<file path="config.mk">
export PLATFORM = sky130hd
export DESIGN_NAME = rfc_config_regs
export DESIGN_NICKNAME = d
export VERILOG_FILES = /design/src/hdl/rfc_pkg.sv /design/src/hdl/rfc_config_regs.sv
export VERILOG_INCLUDE_DIRS = /design/src /design/src/hdl
export SDC_FILE = /design/constraint.sdc
export NUM_CORES = 1
export LEC_CHECK = 0
export BUFFER_PORTS_ARGS = -buffer_cell sky130_fd_sc_hd__buf_2
export CAP_MARGIN = 10
export CORE_MARGIN = 1
export CORE_UTILIZATION = 45
export DETAILED_ROUTE_END_ITERATION = 8
export PLACE_DENSITY = 0.7
export SLEW_MARGIN = 10
export SYNTH_ARGS = -nofsm -noshare
export SYNTH_HDL_FRONTEND = slang
export SYNTH_SLANG_ARGS = --single-unit
</file>
<file path="constraint.sdc">
create_clock -name clk_sys -period 3.4 [get_ports clk_sys]
set_input_delay 0.68 -clock clk_sys [delete_from_list [all_inputs] [get_ports clk_sys]]
set_output_delay 0.68 -clock clk_sys [all_outputs]
set_load 0.005 [all_outputs]
</file>
<file path="src/hdl/rfc_defines.svh">
`ifndef RFC_DEFINES_SVH
`define RFC_DEFINES_SVH

`define RFC_OFF_OWN_ADDR 6'h09
`define RFC_OFF_CHANNEL 6'h0a
`define RFC_OFF_IF_CTRL 6'h0b
`define RFC_OFF_OFS_CTRL 6'h0c
`define RFC_OFF_BASE_WORD_A_HIGH 6'h0d
`define RFC_OFF_BASE_WORD_A_MID 6'h0e
`define RFC_OFF_BASE_WORD_A_LOW 6'h0f
`define RFC_OFF_MDM_BW 6'h10
`define RFC_OFF_MDM_RATE 6'h11

`define RFC_RST_OWN_ADDR 8'h00
`define RFC_RST_CHANNEL 8'h00
`define RFC_RST_IF_CTRL 6'h0f
`define RFC_RST_OFS_CTRL 8'h00
`define RFC_RST_BASE_WORD_A_HIGH 6'h1e
`define RFC_RST_BASE_WORD_A_MID 8'hc4
`define RFC_RST_BASE_WORD_A_LOW 8'hec
`define RFC_RST_MDM_BW 8'h8c
`define RFC_RST_MDM_RATE 8'h22

`define RFC_IF_CTRL_W 6
`define RFC_BASE_WORD_A_HIGH_W 6
`define RFC_ADDR_BCAST_LOW 8'h00
`define RFC_ADDR_BCAST_HIGH 8'hff

`define RFC_BW_EXP_MSB 7
`define RFC_BW_EXP_LSB 6
`define RFC_BW_MAN_MSB 5
`define RFC_BW_MAN_LSB 4
`define RFC_RATE_EXP_MSB 3
`define RFC_RATE_EXP_LSB 0
`define RFC_IF_MSB 4
`define RFC_HIDDEN_BIT 1'h1
`define RFC_IF_LSB 0
`define RFC_NARROW_W 6
`define RFC_RSVD_PAD 2'h0
`define RFC_RST_RDATA 8'h00
`define RFC_RDATA_UNMAPPED 8'h00

`endif

</file>
<file path="src/hdl/rfc_pkg.sv">
package rfc_pkg;
   typedef enum logic [1:0] {
      RFC_ADR_NONE,
      RFC_ADR_NO_BCAST,
      RFC_ADR_BCAST_ZERO,
      RFC_ADR_BCAST_BOTH
   } rfc_adr_policy_e;
   typedef logic [7:0] rfc_byte_t;
endpackage : rfc_pkg

</file>
<file path="src/hdl/rfc_config_regs.sv">
`timescale 1ns/1ps
`include "rfc_defines.svh"

module rfc_config_regs (
   input wire logic clk_sys,
   input wire logic nrst,
   input wire logic [5:0] reg_addr,
   input wire logic reg_wr,
   input wire logic reg_rd,
   input wire logic [7:0] reg_wdata,
   output logic [7:0] reg_rdata,
   output logic reg_hit,
   input wire logic [1:0] address_filter_policy,
   input wire logic rx_addr_valid,
   input wire logic [7:0] rx_addr,
   output logic rx_addr_accept,
   output logic [7:0] own_packet_address,
   output logic [7:0] channel_index,
   output logic [4:0] rx_intermediate_base_word_a,
   output logic signed [7:0] synth_base_word_a_offset,
   output logic [23:0] base_word_a,
   output logic [1:0] filter_bw_exponent,
   output logic [1:0] filter_bw_mantissa,
   output logic [3:0] symbol_rate_exponent,
   output logic [8:0] symbol_rate_mantissa
);

   // one register and one next value per group
   logic [7:0] own_addr_reg;
   logic [7:0] own_addr_next;
   logic [7:0] channel_reg;
   logic [7:0] channel_next;
   logic [`RFC_IF_CTRL_W-1:0] if_ctrl_reg;
   logic [`RFC_IF_CTRL_W-1:0] if_ctrl_next;
   logic [7:0] ofs_ctrl_reg;
   logic [7:0] ofs_ctrl_next;
   logic [`RFC_BASE_WORD_A_HIGH_W-1:0] base_word_a_high_reg;
   logic [`RFC_BASE_WORD_A_HIGH_W-1:0] base_word_a_high_next;
   logic [7:0] base_word_a_mid_reg;
   logic [7:0] base_word_a_mid_next;
   logic [7:0] base_word_a_low_reg;
   logic [7:0] base_word_a_low_next;
   logic [7:0] mdm_bw_reg;
   logic [7:0] mdm_bw_next;
   logic [7:0] mdm_rate_reg;
   logic [7:0] mdm_rate_next;
   logic [7:0] rdata_reg;
   logic [7:0] rdata_next;
   logic hit_reg;
   logic hit_next;
   logic accept_reg;
   logic accept_next;

   function automatic logic addr_match(input logic [1:0] pol, input logic [7:0] a,
                                       input logic [7:0] own);
      rfc_pkg::rfc_adr_policy_e p;
      p = rfc_pkg::rfc_adr_policy_e'(pol);
      unique case (p)
         rfc_pkg::RFC_ADR_NONE: addr_match = 1'b1;
         rfc_pkg::RFC_ADR_NO_BCAST: addr_match = (a == own);
         rfc_pkg::RFC_ADR_BCAST_ZERO: addr_match = (a == own) || (a == `RFC_ADDR_BCAST_LOW);
         rfc_pkg::RFC_ADR_BCAST_BOTH: addr_match = (a == own) ||
            (a == `RFC_ADDR_BCAST_LOW) || (a == `RFC_ADDR_BCAST_HIGH);
      endcase
   endfunction : addr_match

   // write strobe for one register offset
   function automatic logic wr_sel(input logic wr, input logic [5:0] addr,
                                   input logic [5:0] ofs);
      wr_sel = wr && (addr == ofs);
   endfunction : wr_sel

   // narrow registers keep their stored bits only
   function automatic logic [`RFC_NARROW_W-1:0] keep_low6(input logic [7:0] v);
      keep_low6 = v[`RFC_NARROW_W-1:0];
   endfunction : keep_low6

   // unstored top bits read back as zero
   function automatic logic [7:0] pad_low6(input logic [`RFC_NARROW_W-1:0] v);
      pad_low6 = {`RFC_RSVD_PAD, v};
   endfunction : pad_low6

   // own packet address
   always_comb begin
      own_addr_next = own_addr_reg;
      if (wr_sel(reg_wr, reg_addr, `RFC_OFF_OWN_ADDR)) begin
         own_addr_next = reg_wdata;
      end
   end

   always_ff @(posedge clk_sys or negedge nrst) begin
      if (!nrst) begin
         own_addr_reg <= `RFC_RST_OWN_ADDR;
      end else begin
         own_addr_reg <= own_addr_next;
      end
   end

   // channel number
   always_comb begin
      channel_next = channel_reg;
      if (wr_sel(reg_wr, reg_addr, `RFC_OFF_CHANNEL)) begin
         channel_next = reg_wdata;
      end
   end

   always_ff @(posedge clk_sys or negedge nrst) begin
      if (!nrst) begin
         channel_reg <= `RFC_RST_CHANNEL;
      end else begin
         channel_reg <= channel_next;
      end
   end

   // receive if control
   // bit 5 is a stored reserved bit, read back
   always_comb begin
      if_ctrl_next = if_ctrl_reg;
      if (wr_sel(reg_wr, reg_addr, `RFC_OFF_IF_CTRL)) begin
         if_ctrl_next = keep_low6(reg_wdata);
      end
   end

   always_ff @(posedge clk_sys or negedge nrst) begin
      if (!nrst) begin
         if_ctrl_reg <= `RFC_RST_IF_CTRL;
      end else begin
         if_ctrl_reg <= if_ctrl_next;
      end
   end

   // synthesiser frequency offset
   always_comb begin
      ofs_ctrl_next = ofs_ctrl_reg;
      if (wr_sel(reg_wr, reg_addr, `RFC_OFF_OFS_CTRL)) begin
         ofs_ctrl_next = reg_wdata;
      end
   end

   always_ff @(posedge clk_sys or negedge nrst) begin
      if (!nrst) begin
         ofs_ctrl_reg <= `RFC_RST_OFS_CTRL;
      end else begin
         ofs_ctrl_reg <= ofs_ctrl_next;
      end
   end

   // frequency word high byte
   // bits 7:6 dropped on write, read as zero
   always_comb begin
      base_word_a_high_next = base_word_a_high_reg;
      if (wr_sel(reg_wr, reg_addr, `RFC_OFF_BASE_WORD_A_HIGH)) begin
         base_word_a_high_next = keep_low6(reg_wdata);
      end
   end

   always_ff @(posedge clk_sys or negedge nrst) begin
      if (!nrst) begin
         base_word_a_high_reg <= `RFC_RST_BASE_WORD_A_HIGH;
      end else begin
         base_word_a_high_reg <= base_word_a_high_next;
      end
   end

   // frequency word middle byte
   always_comb begin
      base_word_a_mid_next = base_word_a_mid_reg;
      if (wr_sel(reg_wr, reg_addr, `RFC_OFF_BASE_WORD_A_MID)) begin
         base_word_a_mid_next = reg_wdata;
      end
   end

   always_ff @(posedge clk_sys or negedge nrst) begin
      if (!nrst) begin
         base_word_a_mid_reg <= `RFC_RST_BASE_WORD_A_MID;
      end else begin
         base_word_a_mid_reg <= base_word_a_mid_next;
      end
   end

   // frequency word low byte
   always_comb begin
      base_word_a_low_next = base_word_a_low_reg;
      if (wr_sel(reg_wr, reg_addr, `RFC_OFF_BASE_WORD_A_LOW)) begin
         base_word_a_low_next = reg_wdata;
      end
   end

   always_ff @(posedge clk_sys or negedge nrst) begin
      if (!nrst) begin
         base_word_a_low_reg <= `RFC_RST_BASE_WORD_A_LOW;
      end else begin
         base_word_a_low_reg <= base_word_a_low_next;
      end
   end

   // filter bandwidth and symbol-rate exponent
   always_comb begin
      mdm_bw_next = mdm_bw_reg;
      if (wr_sel(reg_wr, reg_addr, `RFC_OFF_MDM_BW)) begin
         mdm_bw_next = reg_wdata;
      end
   end

   always_ff @(posedge clk_sys or negedge nrst) begin
      if (!nrst) begin
         mdm_bw_reg <= `RFC_RST_MDM_BW;
      end else begin
         mdm_bw_reg <= mdm_bw_next;
      end
   end

   // symbol-rate mantissa, hidden bit added at the port
   always_comb begin
      mdm_rate_next = mdm_rate_reg;
      if (wr_sel(reg_wr, reg_addr, `RFC_OFF_MDM_RATE)) begin
         mdm_rate_next = reg_wdata;
      end
   end

   always_ff @(posedge clk_sys or negedge nrst) begin
      if (!nrst) begin
         mdm_rate_reg <= `RFC_RST_MDM_RATE;
      end else begin
         mdm_rate_reg <= mdm_rate_next;
      end
   end

   // read port: data holds until the next read
   // a read beside a write returns the old value
   always_comb begin
      rdata_next = rdata_reg;
      hit_next = 1'b0;
      if (reg_rd) begin
         hit_next = 1'b1;
         unique case (reg_addr)
            `RFC_OFF_OWN_ADDR: rdata_next = own_addr_reg;
            `RFC_OFF_CHANNEL: rdata_next = channel_reg;
            `RFC_OFF_IF_CTRL: rdata_next = pad_low6(if_ctrl_reg);
            `RFC_OFF_OFS_CTRL: rdata_next = ofs_ctrl_reg;
            `RFC_OFF_BASE_WORD_A_HIGH: rdata_next = pad_low6(base_word_a_high_reg);
            `RFC_OFF_BASE_WORD_A_MID: rdata_next = base_word_a_mid_reg;
            `RFC_OFF_BASE_WORD_A_LOW: rdata_next = base_word_a_low_reg;
            `RFC_OFF_MDM_BW: rdata_next = mdm_bw_reg;
            `RFC_OFF_MDM_RATE: rdata_next = mdm_rate_reg;
            default: begin
               rdata_next = `RFC_RDATA_UNMAPPED;
               hit_next = 1'b0;
            end
         endcase
      end
   end

   always_ff @(posedge clk_sys or negedge nrst) begin
      if (!nrst) begin
         rdata_reg <= `RFC_RST_RDATA;
         hit_reg <= 1'b0;
      end else begin
         rdata_reg <= rdata_next;
         hit_reg <= hit_next;
      end
   end

   // registered verdict, one cycle after rx_addr_valid
   always_comb begin
      accept_next = accept_reg;
      if (rx_addr_valid) begin
         accept_next = addr_match(address_filter_policy, rx_addr, own_addr_reg);
      end
   end

   always_ff @(posedge clk_sys or negedge nrst) begin
      if (!nrst) begin
         accept_reg <= 1'b0;
      end else begin
         accept_reg <= accept_next;
      end
   end

   assign reg_rdata = rdata_reg;
   assign reg_hit = hit_reg;
   assign rx_addr_accept = accept_reg;
   assign own_packet_address = own_addr_reg;
   assign channel_index = channel_reg;
   assign rx_intermediate_base_word_a = if_ctrl_reg[`RFC_IF_MSB:`RFC_IF_LSB];
   assign synth_base_word_a_offset = $signed(ofs_ctrl_reg);
   assign base_word_a = {2'h0, base_word_a_high_reg, base_word_a_mid_reg, base_word_a_low_reg};
   assign filter_bw_exponent = mdm_bw_reg[`RFC_BW_EXP_MSB:`RFC_BW_EXP_LSB];
   assign filter_bw_mantissa = mdm_bw_reg[`RFC_BW_MAN_MSB:`RFC_BW_MAN_LSB];
   assign symbol_rate_exponent = mdm_bw_reg[`RFC_RATE_EXP_MSB:`RFC_RATE_EXP_LSB];
   assign symbol_rate_mantissa = {`RFC_HIDDEN_BIT, mdm_rate_reg};

endmodule : rfc_config_regs

</file>
# Word-level counts from Yosys, hierarchy flattened
# Index checks and enable logic that the tools add are counted.
[word_totals]
regBits = 78
latch_bits = 0
ramBits = 0
romBits = 0
in_bits = 29
output_inout_bits = 80
elab_cells = 44
memories = 0
[classes]
n_addsub = 0
n_mul = 0
div_mod_pow = 0
order_cmp = 0
n_eq_ne = 14
shifts = 0
mux = 4
n_bitwise = 0
reduce_logical = 14
[op_table]
columns = ["cell", "n"]
rows = [
  ["$pmux W8 S9", 1],
  ["$eq A6 B4 Y1 const B", 7],
  ["$eq A6 B5 Y1 const B", 2],
  ["$logic_and A1 B1 Y1", 9],
  ["$reduce_or A9 Y1", 1],
  ["$eq A8 B8 Y1", 1],
  ["$eq A8 B8 Y1 const B", 1],
  ["$logic_not A8 Y1", 1],
  ["$eq A2 B2 Y1 const B", 2],
  ["$pmux W1 S4", 1],
  ["$eq A2 B1 Y1 const B", 1],
  ["$logic_not A2 Y1", 1],
  ["$logic_or A1 B1 Y1", 2],
  ["$mux W1", 2],
]

# Logic depth before layout (Yosys ltp)
[depth]
depth_word = 4
depth_mapped = 7
mapped_depth_nobuf = 5

# Worst setup path after synthesis
# No wires, ideal clock.
[synth_timing]
kind = "input -> register"
from = "input reg_addr[0]"
to = "register base_word_a_mid_reg[0]"
setup_ns = 0.125
arrival_time_ns = 2.005
required_time_ns = 3.275
slack_ns = 1.270
cell_stages = 6
n_path_buf = 3
path_cell_list = "buf_2 buf_2 buf_2 nor2_1 nand3_1 mux2_2"
[synth_via]
elab_chain_len = 2
[synth_lines]
columns = ["item", "line", "text"]
rows = [
  ["from (decl)", "rfc_config_regs.sv:7", "input wire logic [5:0] reg_addr,"],
  ["$eq A6 B4 Y1", "rfc_config_regs.sv:70", "wr_sel = wr && (addr == ofs);"],
  ["$logic_and A1 B1 Y1", "rfc_config_regs.sv:70", ""],
  ["to (signal assigned)", "rfc_config_regs.sv:175", "base_word_a_mid_reg <= `RFC_RST_BASE_WORD_A_MID;"],
  ["to (signal assigned)", "rfc_config_regs.sv:177", "base_word_a_mid_reg <= base_word_a_mid_next;"],
  ["to (decl)", "rfc_config_regs.sv:39", "logic [7:0] base_word_a_mid_reg;"],
]
# No other way between the ends.
# A chain may end at the register's enable or synchronous reset.

# Final worst setup path
[layout_timing]
from = "input reg_addr[4]"
to = "register ofs_ctrl_reg[7], in the netlist synth_base_word_a_offset[7]"
[layout_via]
elab_chain_len = 2
[layout_lines]
columns = ["item", "line", "text"]
rows = [
  ["$eq A6 B4 Y1", "rfc_config_regs.sv:70", ""],
  ["$logic_and A1 B1 Y1", "rfc_config_regs.sv:70", ""],
  ["to (signal assigned)", "rfc_config_regs.sv:142", "ofs_ctrl_reg <= `RFC_RST_OFS_CTRL;"],
  ["to (signal assigned)", "rfc_config_regs.sv:144", "ofs_ctrl_reg <= ofs_ctrl_next;"],
  ["to (decl)", "rfc_config_regs.sv:35", "logic [7:0] ofs_ctrl_reg;"],
]
# No other way between the ends.

==> key figures <==
Route
  – ANT nets after route: 0
  – Top Layer Used: met4
  – TritonRoute pass-1 iters: 5
  – Drc violations: 0
  – Met3 wire len: 769 um
  – Initial DRC Count: 220
  – DR WL met2: 4750 um
  – Wirelength per Cell: 19.9 um
  – DR vias: 3016
  – Vias/cell: 5.81
  – Met1 WL: 4580 um
  – Routed wire length: 10300 um

CTS
  – # hold bufs at CTS: 0
  – Post_cts resized: 0
  – Clock root buffer: clkbuf_8
  – Num CTS Buffers: 9
  – Clk pin slew, worst setup/hold paths: 0.08 ns
  – CTS sink cnt: 78
  – H-tree depth: 3
  – Post-CTS setup buffer count: 0
  – Clock Path Buffers: 2
  – Skew-Pair Late Insertion Delay: 0.34 ns
  – CTS tree: done

Place
  – Setup WS pre-CTS: 0.727 ns
  – Placed cell count: 503
  – RD Place Congestion: 0.854
  – DP Area: 4520 um^2
  – HPWL Detailed: 7380 um
  – Port Buffer Count: 105

Logic synthesis
  – Area share of the largest cell type after synthesis: 0.361
  – Synth Area in Compound Gates: 0.0636
  – Post-synthesis mux area share: 0.233
  – Synth Instances: 310
  – Simple-gate share of the synthesized area: 0.142
  – Seq/Total Area, Yosys: 0.500
  – Distinct cells, synth: 51
  – Synth async-reset ratio: 1.00
  – Post-synth top flop: dfrtp_1
  – Area contributors post-synth: dfrtp_1 36%, mux2_2 20%, dfstp_2 14%, and3_1 3.8%, mux2i_1 2.5%
  – Post-Synth XOR/XNOR Area: 0.0177
  – Mapped cell area: 3950 um^2
  – #FFs+latches synth: 78
  – Number of synthesized flops with an enable pin: 0
  – Adder-Cell Fraction of Synth Area: 0
  – Largest family of logic cells by synthesized area: multiplexers
  – Syn_area_per_cell: 12.8 um^2
  – Dominant cell type by area after synthesis: dfrtp_1
  – Synth warnings: 0

Critical path
  – Startpoint types: primary input
  – Worst EP required: 3.63 ns
  – Critical-path top delay cell: nor4b_4
  – CP Class: in -> reg
  – Critical Path Max Stage Delay: 0.83 ns
  – Critical Path Fanout Max: 10
  – CP Capture Type: flop
  – CP Cell Sequence: buf_2 -> nand4bb_1 -> nor4b_4 -> mux2_2
  – Setup crit start: reg_addr[4]
  – Critical path's top delay family: simple AND/OR/NAND/NOR gates
  – WP data arrival: 2.59 ns
  – Start of the worst register-to-register path: mdm_rate_reg[5]
  – Buf/Inv on CP: 1

Floorplanning
  – Die area: 9160 um^2
  – Die W: 95.7 um
  – Row cnt: 33
  – Placeable Area: 8340 um^2
  – DIE HEIGHT: 95.7 um
  – Initial core utilization: 0.474
  – # IOs: 109

Global route
  – Initial antenna violation count: 0
  – Vias in the first global route: 2960
  – First-pass GRT wire length: 16100 um
  – All-Layer GR Usage: 0.240
  – Grt total ovfl: 0
  – Largest net degree at the start of global routing: 79

Job
  – Max Cap Viol: 0

Status
  – Status: completed

Timing
  – F_max: 424 MHz
  – Final period utilization: 0.694
  – Hold WS: 0.482 ns
  – Slew Limit Headroom: 0.366
  – Worst slew pin tran: 0.952 ns
  – Setup slack after layout: 1.04 ns
  – Setup tns final: 0 ns
  – Final Hold Vio Count: 0
  – Clock Skew: 0.00630 ns
  – RSZ-0062 raised after global routing: no
  – Setup violations, final: 0
  – Final count of pins violating max slew: 0
  – Final min period: 2.36 ns

Layout
  – Final Util: 0.566
  – Antenna cell count: 0
  – Area grow syn2layout: 19.5%
  – Final #Nets: 438
  – Fin area: 4720 um^2
  – Non-Filler Instances: 519
  – Share of layout cells above drive strength 1: 0.556

Power
  – Power per cell area: 473 nW/um^2
  – Power, Total: 2.23 mW
  – Clock Power Share: 0.315
  – Seq pwr share: 0.519
  – Pint: 1.64 mW
  – Logic pwr share: 0.166
  – Sw frac: 0.267
  – Switching power total: 0.595 mW
  – Worst IR Drop VDD: 0.265 mV
  – Leak: 2.41 nW

Min path
  – HP Class: in -> async
[path summary, 6_finish.rpt]
path	end	slack, ns	depth (start not counted)
setup / recovery	synth_base_word_a_offset[7]	1.04	4
hold / removal	channel_index[0]	0.48	1
hold reg to reg	if_ctrl_reg[5]	0.52	1
setup reg to reg	reg_rdata[5]	1.83	4
min in group clk_sys	if_ctrl_reg[5]	0.52	1
max in group asynchronous	synth_base_word_a_offset[4]	2.31	1
[power groups by stage]
stage	sequential (mW)	combinational [mW]	clock, mW
floorplan	1.16	0.187	0
global route	1.17	0.410	0.764
global placement	1.17	0.365	0
detailed placement	1.17	0.373	0
finish	1.16	0.371	0.703
CTS	1.16	0.375	0.714
[area by class of cell]
cell class                 instances  area [um^2]
tap                              105          131
multi-input combinational        203         1820
inverter                           7         26.3
clock buffer                      12          155
fill                             734         3620
timing repair buffer             110          566
clock inverter                     4         45.0
sequential                        78         1980
[cell usage in the layout, fill, tap and decap left out, types with 7 or more instances in the layout]
cell and instances:
buf_2 104, mux2_2 71, dfrtp_1 57, and3_1 24, dfstp_2 21, nor3_1 11, clkbuf_8 11, mux2i_1 10
xor2_1 8, inv_1 7
[kinds of logic after synthesis]
family                 Yosys count
other                            2
AO/OA/AOI/OAI                   31
XOR/XNOR                         8
flip-flops                      78
multiplexers                    82
buffers and inverters           30
AND/OR/NAND/NOR                 79
[routing by layer]
| layer | GRT usage | up-vias |
|---|---|---|
| met1 | 0.331 | 1482 |
| met4 | 0.0833 | 0 |
| met5 | 0 | - |
| li1 | - | 1365 |
| met3 | 0.0395 | 22 |
| met2 | 0.385 | 147 |
[cells in the mapped netlist (2+ instances only)]
cell       count
dfrtp_1       57
nand2_1        3
o311ai_0       6
mux2i_1       10
or4b_4         2
and3_1        24
mux2_2        71
nor2_1         4
a2bb2oi_1      2
nor2b_1        4
o221ai_1       6
a21oi_1        2
nor4b_1        2
nor4_1         3
and4b_1        2
o21ai_0        2
or4_1          2
inv_1          7
clkbuf_1       3
a2111oi_0      6
nor3_1        11
nand3b_1       2
nand3_1        6
xor2_1         8
dfstp_2       21
conb_1         2
buf_4          8
a221oi_1       2
buf_2         10
Note: power is estimated with default switching activity, not from simulation.
